File: src/shared/pct_pkg.sv
// constants, register map and types of the pwm and carrier timer pair
package pct_pkg;
    // ------------------------------------------------------------
    // register offsets (byte addresses)
    // ------------------------------------------------------------
    localparam logic [3:0] OFS_MODE0   = 4'h0;
    localparam logic [3:0] OFS_PER0    = 4'h1;
    localparam logic [3:0] OFS_DUTY0   = 4'h2;
    localparam logic [3:0] OFS_MODE1   = 4'h3;
    localparam logic [3:0] OFS_PER1    = 4'h4;
    localparam logic [3:0] OFS_DUTY1   = 4'h5;
    localparam logic [3:0] OFS_CARRIER = 4'h6;
    localparam logic [3:0] OFS_STATUS  = 4'h7;
    localparam logic [3:0] OFS_MASK    = 4'h8;
    localparam logic [3:0] OFS_STATE   = 4'h9;
    // ------------------------------------------------------------
    // mode register fields
    // ------------------------------------------------------------
    localparam int MODE_EN_BIT   = 7;
    localparam int MODE_CKS_LSB  = 4;
    localparam int MODE_MD_LSB   = 2;
    localparam int MODE_OE_BIT   = 0;
    // carrier register fields
    localparam int CAR_NRZB_BIT  = 0;
    localparam int CAR_RMC_BIT   = 1;
    localparam int CAR_NRZ_BIT   = 2;
    // status bits: 0/1 match t0, 2/3 match t1
    localparam int ST_W          = 4;
    // ------------------------------------------------------------
    // reset values and timing
    // ------------------------------------------------------------
    localparam logic [7:0] MODE_RST  = 8'h00;
    localparam logic [7:0] CMP_RST   = 8'h00;
    localparam logic [1:0] XFER_CNT  = 2'h3;
    localparam logic [2:0] RING_SAFE_CKS = 3'h5;
    // ------------------------------------------------------------
    // modes
    // ------------------------------------------------------------
    typedef enum logic [1:0] {
        MD_INTERVAL,
        MD_PWM,
        MD_CARRIER,
        MD_RSVD
    } pct_mode_type;
endpackage

File: src/hdl/pct_timer.sv
// one 8-bit compare timer with buffered duty compare
`timescale 1ns/100ps
module pct_timer (
    input  wire logic       clk_i,
    input  wire logic       reset_i,
    input  wire logic [7:0] mode_i,
    input  wire logic [7:0] period_i,
    input  wire logic [7:0] duty_i,
    input  wire logic       duty_wr_i,
    input  wire logic [7:0] div_i,
    input  wire logic       ring_sel_i,
    input  wire logic       ring_tick_i,
    output logic            out_o,
    output logic            per_match_o,
    output logic            duty_match_o,
    output logic            bad_clk_o
);
    // ------------------------------------------------------------
    // count clock select
    // ------------------------------------------------------------
    logic [2:0]        cks;
    logic              en;
    pct_pkg::pct_mode_type md;
    logic              tick;
    logic [7:0]        cnt_r;
    logic [7:0]        act_duty_r;
    logic [1:0]        xfer_r;
    logic              pend_r;
    logic              lvl_r;
    logic              pm;
    logic              dm;

    assign cks  = mode_i[pct_pkg::MODE_CKS_LSB +: 3];
    assign en   = mode_i[pct_pkg::MODE_EN_BIT];
    assign md   = pct_pkg::pct_mode_type'(mode_i[pct_pkg::MODE_MD_LSB +: 2]);
    assign tick = ring_sel_i ? ring_tick_i : div_i[cks];
    assign bad_clk_o = ring_sel_i && (cks != pct_pkg::RING_SAFE_CKS);
    assign pm   = en && tick && (cnt_r == period_i);
    assign dm   = en && tick && (cnt_r == act_duty_r);

    // ------------------------------------------------------------
    // counter and output
    // ------------------------------------------------------------
    always_ff @(posedge clk_i)
    begin
        if (reset_i || !en)
        begin
            cnt_r <= 8'h00;
            lvl_r <= 1'b0;
        end
        else if (tick)
        begin
            // clear on period, count up otherwise
            cnt_r <= (cnt_r == period_i) ? 8'h00 : cnt_r + 8'h01;
            // interval mode toggles on period, other modes rise there
            if (cnt_r == period_i)
                lvl_r <= (md == pct_pkg::MD_INTERVAL) ? ~lvl_r : 1'b1;
            else if (cnt_r == act_duty_r && md != pct_pkg::MD_INTERVAL)
                lvl_r <= 1'b0;
        end
    end

    // three count clocks to load duty
    always_ff @(posedge clk_i)
    begin
        if (reset_i)
        begin
            act_duty_r <= pct_pkg::CMP_RST;
            xfer_r     <= 2'h0;
            pend_r     <= 1'b0;
        end
        else if (duty_wr_i)
        begin
            xfer_r <= 2'h0;
            pend_r <= 1'b1;
        end
        else if (pend_r && tick && en)
        begin
            if (xfer_r == pct_pkg::XFER_CNT - 2'h1)
            begin
                act_duty_r <= duty_i;
                pend_r     <= 1'b0;
            end
            xfer_r <= xfer_r + 2'h1;
        end
    end

    assign out_o        = lvl_r & mode_i[pct_pkg::MODE_OE_BIT];
    assign per_match_o  = pm;
    assign duty_match_o = dm;
endmodule

File: src/hdl/pct_top.sv
// two 8-bit compare timers with pwm and carrier modes
//
// The implementer's own choices: the placing of the registers and the plain strobed port.
`timescale 1ns/100ps
// ----------------------------------------------------------------
// Summary of operation
// - a pwm duty compare write takes effect after three count clocks.
// - buffered modulation bit copies into the gate bit; rewrites spaced two clocks.
// - carrier duty compare transfers after three or more count clocks.
// - ring clock source is guaranteed only for timer one with select 101.
// ----------------------------------------------------------------
module pct_top (
    input  wire logic       clk_i,
    input  wire logic       reset_i,
    input  wire logic [3:0] addr_i,
    input  wire logic [7:0] wdata_i,
    input  wire logic       wr_i,
    input  wire logic       rd_i,
    input  wire logic       ring_sel_i,
    input  wire logic       ring_tick_i,
    input  wire logic       companion_tick_i,
    output logic [7:0]      rdata_o,
    output logic            timer_zero_out_o,
    output logic            timer_one_out_o,
    output logic            irq_o
);
    // ------------------------------------------------------------
    // registers
    // ------------------------------------------------------------
    logic [7:0] mode_r [2];
    logic [7:0] per_r  [2];
    logic [7:0] duty_r [2];
    logic [7:0] div_tick;
    logic       nrzb_r;
    logic       nrz_r;
    logic       rmc_r;
    logic       cpy_r;
    logic [pct_pkg::ST_W-1:0] st_r;
    logic [pct_pkg::ST_W-1:0] mask_r;
    logic [7:0] rdata_r;
    logic       out0_r;
    logic       out1_r;
    logic       irq_r;

    logic [1:0] tout;
    logic [1:0] pm;
    logic [1:0] dm;
    logic [1:0] badc;
    logic [pct_pkg::ST_W-1:0] ev;
    logic [7:0] rd_mux;
    logic       carrier_md;

    function automatic logic hit(input logic [3:0] a, input logic [3:0] ofs);
        hit = wr_i && (a == ofs);
    endfunction

    // ------------------------------------------------------------
    // prescaler, shared by both timers
    // ------------------------------------------------------------
    logic [7:0] pre_r;
    always_ff @(posedge clk_i)
    begin
        if (reset_i)
            pre_r <= 8'h00;
        else
            pre_r <= pre_r + 8'h01;
    end
    // one-cycle tick per divided rate; bit 0 is undivided clock
    assign div_tick = {pre_r[6:0] == 7'h7f, pre_r[5:0] == 6'h3f, pre_r[4:0] == 5'h1f,
                    pre_r[3:0] == 4'hf, pre_r[2:0] == 3'h7, pre_r[1:0] == 2'h3,
                    pre_r[0], 1'b1};

    // ------------------------------------------------------------
    // timers
    // ------------------------------------------------------------
    genvar g;
    generate
        for (g = 0; g < 2; g = g + 1)
        begin : g_tmr
            logic [3:0] mofs;
            logic [3:0] pofs;
            logic [3:0] dofs;
            assign mofs = (g == 0) ? pct_pkg::OFS_MODE0 : pct_pkg::OFS_MODE1;
            assign pofs = (g == 0) ? pct_pkg::OFS_PER0  : pct_pkg::OFS_PER1;
            assign dofs = (g == 0) ? pct_pkg::OFS_DUTY0 : pct_pkg::OFS_DUTY1;
            always_ff @(posedge clk_i)
            begin
                if (reset_i)
                begin
                    mode_r[g] <= pct_pkg::MODE_RST;
                    per_r[g]  <= pct_pkg::CMP_RST;
                    duty_r[g] <= pct_pkg::CMP_RST;
                end
                else
                begin
                    if (hit(addr_i, mofs))
                        mode_r[g] <= mode_r[g][pct_pkg::MODE_EN_BIT]
                            ? {wdata_i[pct_pkg::MODE_EN_BIT], mode_r[g][6:0]} : wdata_i;
                    if (hit(addr_i, pofs) && !mode_r[g][pct_pkg::MODE_EN_BIT])
                        per_r[g] <= wdata_i;
                    if (hit(addr_i, dofs))
                        duty_r[g] <= wdata_i;
                end
            end
            pct_timer u_tmr (
                .clk_i        (clk_i),
                .reset_i      (reset_i),
                .mode_i       (mode_r[g]),
                .period_i     (per_r[g]),
                .duty_i       (duty_r[g]),
                .duty_wr_i    (hit(addr_i, dofs)),
                .div_i        (div_tick),
                .ring_sel_i   (ring_sel_i),
                .ring_tick_i  (ring_tick_i),
                .out_o        (tout[g]),
                .per_match_o  (pm[g]),
                .duty_match_o (dm[g]),
                .bad_clk_o    (badc[g])
            );
        end
    endgenerate

    // ------------------------------------------------------------
    // carrier gate
    // ------------------------------------------------------------
    assign carrier_md = mode_r[1][pct_pkg::MODE_MD_LSB +: 2] == 2'(pct_pkg::MD_CARRIER);
    always_ff @(posedge clk_i)
    begin
        if (reset_i)
        begin
            nrzb_r <= 1'b0;
            nrz_r  <= 1'b0;
            rmc_r  <= 1'b0;
            cpy_r  <= 1'b0;
        end
        else
        begin
            if (hit(addr_i, pct_pkg::OFS_CARRIER))
            begin
                nrzb_r <= wdata_i[pct_pkg::CAR_NRZB_BIT];
                rmc_r  <= wdata_i[pct_pkg::CAR_RMC_BIT];
            end
            // copy on companion tick, two clocks after write at earliest
            cpy_r <= hit(addr_i, pct_pkg::OFS_CARRIER);
            if (companion_tick_i && !cpy_r)
                nrz_r <= nrzb_r;
        end
    end

    // ------------------------------------------------------------
    // interrupts and outputs
    // ------------------------------------------------------------
    assign ev = {dm[1], pm[1], dm[0], pm[0]};
    always_ff @(posedge clk_i)
    begin
        if (reset_i)
        begin
            st_r   <= '0;
            mask_r <= '0;
        end
        else
        begin
            // set wins over write-one clear
            st_r <= (st_r & ~(hit(addr_i, pct_pkg::OFS_STATUS)
                     ? wdata_i[pct_pkg::ST_W-1:0] : '0)) | ev;
            if (hit(addr_i, pct_pkg::OFS_MASK))
                mask_r <= wdata_i[pct_pkg::ST_W-1:0];
        end
    end

    always_comb
    begin
        case (addr_i)
            pct_pkg::OFS_MODE0:   rd_mux = mode_r[0];
            pct_pkg::OFS_PER0:    rd_mux = per_r[0];
            pct_pkg::OFS_DUTY0:   rd_mux = duty_r[0];
            pct_pkg::OFS_MODE1:   rd_mux = mode_r[1];
            pct_pkg::OFS_PER1:    rd_mux = per_r[1];
            pct_pkg::OFS_DUTY1:   rd_mux = duty_r[1];
            pct_pkg::OFS_CARRIER: rd_mux = {5'h00, nrz_r, rmc_r, nrzb_r};
            pct_pkg::OFS_STATUS:  rd_mux = {4'h0, st_r};
            pct_pkg::OFS_MASK:    rd_mux = {4'h0, mask_r};
            // timer zero never safe on ring
            pct_pkg::OFS_STATE:   rd_mux = {4'h0, badc[1], badc[0] | ring_sel_i, tout};
            default:              rd_mux = 8'h00;
        endcase
    end

    always_ff @(posedge clk_i)
    begin
        if (reset_i)
        begin
            rdata_r <= 8'h00;
            out0_r  <= 1'b0;
            out1_r  <= 1'b0;
            irq_r   <= 1'b0;
        end
        else
        begin
            rdata_r <= rd_i ? rd_mux : 8'h00;
            out0_r  <= tout[0];
            // carrier gated by modulation bit, idle level from level control
            out1_r  <= carrier_md ? (nrz_r ? tout[1] : rmc_r) : tout[1];
            irq_r   <= |(st_r & mask_r);
        end
    end

    assign rdata_o          = rdata_r;
    assign timer_zero_out_o = out0_r;
    assign timer_one_out_o  = out1_r;
    assign irq_o            = irq_r;
endmodule

File: config.mk
export PLATFORM = sky130hd
export DESIGN_NAME = pct_top
export DESIGN_NICKNAME = d
export VERILOG_FILES = /design/src/shared/pct_pkg.sv /design/src/hdl/pct_timer.sv /design/src/hdl/pct_top.sv
export SDC_FILE = /design/constraint.sdc
export NUM_CORES = 1
export LEC_CHECK = 0
export ABC_CLOCK_PERIOD_IN_PS = 4000
export BUFFER_PORTS_ARGS = -buffer_cell sky130_fd_sc_hd__buf_2
export CAP_MARGIN = 25
export CORE_ASPECT_RATIO = 1.1
export CORE_MARGIN = 2
export CORE_UTILIZATION = 61
export DETAILED_ROUTE_END_ITERATION = 10
export PLACE_DENSITY = 0.8
export SLEW_MARGIN = 10
export SYNTH_ARGS = -nofsm -noshare
export SYNTH_HDL_FRONTEND = slang
export SYNTH_SLANG_ARGS = --single-unit
File: constraint.sdc
create_clock -name clk_i -period 4 [get_ports clk_i]
set_clock_uncertainty 0.2 [all_clocks]
set_input_delay 0.8 -clock clk_i [delete_from_list [all_inputs] [get_ports clk_i]]
set_output_delay 0.8 -clock clk_i [all_outputs]
set_load 0.1 [all_outputs]
; ---- Word level (Yosys, flattened, before mapping)
; Memory sizes are Yosys's and may differ from the RTL's.
; Cells that the tools add are included.
[word_totals]
out_inout_bits = 11
memories = 3
ff_bits = 71
word_cells = 177
ram_bits = 48
in_bits = 19
[op_classes]
eq_ne = 24
bitwise_logic = 18
add_sub_neg = 5
order_cmp = 2
n_reduce_logical = 52
n_mux = 52
[mem_list]
columns = name, depth, word_bits, read_ports, rd_ports_with_merged_regs, wr, line
row1 = duty_r, 2, 8, 2, 0, 2, pct_top.sv:32  ; logic [7:0] duty_r [2];
row2 = mode_r, 2, 8, 2, 0, 2, pct_top.sv:30  ; logic [7:0] mode_r [2];
row3 = per_r, 2, 8, 2, 0, 2, pct_top.sv:31  ; logic [7:0] per_r [2];
[op_table]
columns = cell, n
row1 = 8-bit one-hot mux with 10 select lines, 1
row2 = 8-bit two-way mux, 8
row3 = 1-bit two-way mux, 38
row4 = 8-bit equality test, 4
row5 = 1-bit logical AND, 26
row6 = "8-bit by 1-bit adder with 8-bit output, second input constant", 3
row7 = "4-bit by 3-bit equality test with 1-bit output, second input constant", 4
row8 = 2-bit nonzero test, 8
row9 = 7-bit two-way mux, 2
row10 = "4-bit equality test, second input constant", 3
row11 = 4-bit AND, 2
row12 = "2-bit equality test, second input constant", 4
row13 = "4-bit by 2-bit equality test with 1-bit output, second input constant", 2
row14 = "3-bit by 4-bit less-than comparator with 1-bit output, second input constant", 2
row15 = 2-bit AND reduction, 4
row16 = "7-bit equality test, second input constant", 1
row17 = 1-bit bitwise OR, 7
row18 = 1-bit binary-select mux with 3-bit select, 2
row19 = "6-bit equality test, second input constant", 1
row20 = "3-bit != test, second input constant", 2
row21 = 3-bit AND reduction, 2
row22 = 2-bit OR reduction, 3
row23 = "5-bit equality test, second input constant", 1
row24 = 1-bit inverter, 5
row25 = 12 further kinds, 18

; ---- Depth between registers and ports, before layout
[depth]
ltp_word = 8
mapped_depth = 10

; ---- Hierarchy
; A second synthesis with hierarchy kept.
[hier_totals]
cells_unflattened = 582
hier_area_um2 = 5878.1
[by_module_without_submodules]
columns = mod, area_per_inst_um2, n_inst, cells_each, seq_area_each_um2
row1 = pct_top, 3547.2, 1, 301, 2042.0
row2 = pct_timer (g_tmr[0].u_tmr), 1166.1, 1, 142, 400.4
row3 = pct_timer (g_tmr[1].u_tmr), 1164.9, 1, 139, 400.4

; ---- Least setup slack after synthesis
; OpenSTA, ideal clock, no wires.
[synth_path]
path_type = input to register
start = input addr_i[0]
end = memory mode_r[0][0] (enable)
path_buffers = 1
cell_stages = 4
slack_ps = 757
arrival_ps = 2660
required_ps = 3417
path_cell_list = clkbuf_1 -> nor4_1 -> inv_1 -> o31ai_1
[synth_rtl]
columns = element, line
row1 = start: declaration, pct_top.sv:15  ; input wire logic [3:0] addr_i,
row2 = end: declaration, pct_top.sv:30

; ---- Worst setup path in the final report
[layout_path]
start = register pre_r[0]
end = register g_tmr[0].u_tmr.cnt_r[1]
[layout_between]
elab_chain_cells = 4
[layout_lines]
columns = element, line
row1 = start: declaration, pct_top.sv:60  ; logic [7:0] pre_r;
row2 = start signal: assignment, pct_top.sv:66  ; pre_r <= pre_r + 8'h01;
row3 = "7-bit equality test, or another cell as far along", pct_top.sv:69  ; assign div_tick = {pre_r[6:0] == 7'h7f, pre_r[5:0] == 6'h3f, pre_r[4:0] == 5'h1f,
row4 = 1-bit binary-select mux with 3-bit select (*), pct_timer.sv:36  ; assign tick = ring_sel_i ? ring_tick_i : div_i[cks];
row5 = 1-bit two-way mux (not written as such) (*), pct_timer.sv:36
row6 = 1-bit two-way mux (*), pct_timer.sv:36
row7 = end signal: assignment, pct_timer.sv:54  ; cnt_r <= (cnt_r == period_i) ? 8'h00 : cnt_r + 8'h01;
row8 = end: declaration, pct_timer.sv:25  ; logic [7:0] cnt_r;
; Mark *: on every way between the ends. The rest lies on a longest branch, timed or not. The select of a mux whose other input is x is not followed.
; A chain may end at the register's enable or synchronous reset.

==> results.cfg <==
[run_status]
status = finished clean

[floorplan]
dieArea_um2 = 9970
num_io_pins = 30
initial_utilization = 0.629
fp.dieH_um = 105
num_rows = 36
die_w_um = 95.4
core-area_um2 = 8920

[global_route]
grt_max_degree = 48
first_global_vias = 4477
grt_overflow = 0
met3_usage = 0.0887
busiest_layer = met2
grt_pass1_wl_mm = 23.4
grt_usage = 0.317
use_met1 = 0.421
grt_antenna_before_repair = 0
grt_use_met2 = 0.484

[timing]
worst_pin_slew_ps = 944
fmax_mhz = 328
finalHoldViolCount = 0
relSlewSlack = 0.369
fin_tns_setup_ps = 0
hold_ws_ps = 290
slew_violations = 0
fin_crit_sh = 0.763
rsz0062_at_grt = false
setup_viol = 0
layout_min_cycle_time_ps = 3050
setup_ws_ps = 947

[clock_tree]
cts_sinks = 118
postCtsSetupRepairBufs = 0
htreeDepth = 4
cts_buffers = 17
root_buffer = clkbuf_8
hold_buffers = 0
clk_pin_slew_ps = 50
insertion_delay_ps = 540
clk_path_buf_depth = 2
ctsResizeCount = 0
cts_tree = yes

[detailed_routing]
viasPerCell = 6.49
drt-pass1-iter-count = 5
wl_per_cell_um = 20.7
drtAntennaViolNets = 0
drt-total-wl_mm = 15.1
drc = 0
first_iter_violations = 590
routed-via-count = 4718

[critical_path]
critPathLaunchType = flop
crit_arrival_ps = 3240
cp-end-kind = flop
crit_required_ps = 4190
path_max_fanout = 13
rrSetupSlack_ps = 950
critPathKind = reg2reg

[pwr]
clock_power_share = 0.499
p_comb_frac = 0.059
power_density_nw_per_um2 = 464
power.share.switching = 0.229
p_seq_frac = 0.442
p_int_mw = 2.30
p_leak_nw = 2.32
max-vdd-ir-drop_v = 0.000358
p_switching_uw = 684

[final_layout]
drive_above_1_share = 0.129
antenna-diode-count = 0
fin_nets = 628
areaGrowthSynthToFinish_pct = 14.9
multi_input_area_um2 = 2590
fillerInstances = 625
stdcell_area_um2 = 6440
final-seq-area_um2 = 2840

[synth]
synth_seq_cells = 118
ys.flop_type = dfxtp_1
syn_area_um2 = 5610
ys_warn_count = 0
ys_types = 56
synth_edf_count = 48
avgSynthCellArea_um2 = 9.83
syn_nets = 596
postSynthCellCount = 570
seq_area_frac_synth = 0.507
synthArstFlopShare = 0

[placed_design]
io_buffers = 29
place_ws_ps = 990
place_area_um2 = 5870
routabilityCongestion = 0.945
dpl.hpwl_mm = 10.6

[run]
cap_viol_max_count = 0

[hold_path]
holdCritPathClass = reg2reg
## flip-flops by register name, summed over array words and instances, names as in the netlist
signal and count:
cpy_r 1, duty_r 16, g_tmr.u_tmr.act_duty_r 16, g_tmr.u_tmr.cnt_r 16, g_tmr.u_tmr.lvl_r 2, g_tmr.u_tmr.pend_r 2
g_tmr.u_tmr.xfer_r 4, irq_o 1, mask_r 4, mode_r 16, nrz_r 1, nrzb_r 1
per_r 16, pre_r 7, rdata_o 8, rmc_r 1, st_r 4, timer_one_out_o 1
timer_zero_out_o 1
## power by group through the flow
| stage | Clock (mW) | Combinational [mW] | Sequential [mW] |
|---|---|---|---|
| global route | 1.55 | 0.191 | 1.32 |
| detailed placement | 0 | 0.171 | 1.34 |
| finish | 1.49 | 0.176 | 1.32 |
| floorplan | 0 | 0.111 | 1.33 |
| CTS | 1.49 | 0.173 | 1.32 |
| global placement | 0 | 0.167 | 1.34 |
## cell usage in the layout (no fill, tap or decap), types with 4 or more instances in the layout
cell type,n
nor3_1,23
edfxtp_1,48
xnor2_1,35
or3_1,10
nor2_1,46
buf_2,29
nor3b_1,4
clkbuf_16,16
o21ai_0,27
a21oi_1,38
xor2_1,6
dfxtp_1,70
a31oi_1,10
and2_1,29
inv_1,15
nand2_1,23
nor2b_1,9
clkinv_1,4
o31ai_1,5
buf_4,12
a22o_1,4
nand4_1,10
a221oi_1,4
nand2b_1,5
nor4_1,7
mux2i_1,18
a22oi_1,16
and3_1,8
ha_1,7
nand3_1,30
## layout make-up
cell class	count	area share
inverter	16	0.00932
clock inverter	11	0.0206
clock buffer	19	0.0686
multi-input combinational	408	0.402
tap	114	0.0221
sequential	118	0.441
timing repair buffer	41	0.0365
## through the flow
stage	std cells	power (mW)	util
finish	727	2.99	0.722
global route	727	3.06	0.722
CTS	727	2.98	0.722
detailed placement	697	1.51	0.658
global placement	697	1.51	0.658
floorplan	570	1.45	-
## synth_stat cells (9+ instances only)
cell type  count  area, um^2
nor3_1        23         115
nor2b_1        9        56.3
clkbuf_1      22        82.6
dfxtp_1       70        1400
nand3_1       30         150
or3_1         10        62.6
a31oi_1       10        62.6
a21oi_1       38         190
o21ai_0       27         135
and2_1        29         181
nor2_1        46         173
nand2_1       23        86.3
inv_1         15        56.3
xnor2_1       35         307
edfxtp_1      48        1440
nand4_1       10        62.6
mux2i_1       18         180
a22oi_1       16         120
## final timing paths
kind	startpoint	end	cells after the start
worst max-delay path	pre_r[0]	g_tmr[0].u_tmr.cnt_r[1]	9
worst min-delay path	g_tmr[1].u_tmr.xfer_r[0]	g_tmr[1].u_tmr.xfer_r[0]	2
worst max register to register	pre_r[0]	g_tmr[0].u_tmr.cnt_r[1]	9
worst min register to register	g_tmr[1].u_tmr.xfer_r[0]	g_tmr[1].u_tmr.xfer_r[0]	2
## layer usage
metal,part of all wire,vias up
met5,0,-
met4,0.030,0
met3,0.10,50
met2,0.47,299
met1,0.40,2218
li1,-,2151
## cell families after synthesis
kind of cell	after synthesis	share of synthesized area
compound gates	127	0.146
xor+xnor	41	0.0641
fa+ha+maj	7	0.0156
buf+inv	44	0.0315
flops	118	0.507
mux	20	0.0362
simple gates	213	0.200
## worst max-delay path, cell delays in order, from the launching register on
cell	delay, ps
dfxtp_1	410
ha_1	290
and3_1	210
ha_1	180
nand2_1	60
a21oi_1	160
a2111o_1	270
nand3_1	360
o31ai_2	650
a21oi_1	110
No activity file was read; power rests on OpenSTA's default activity.
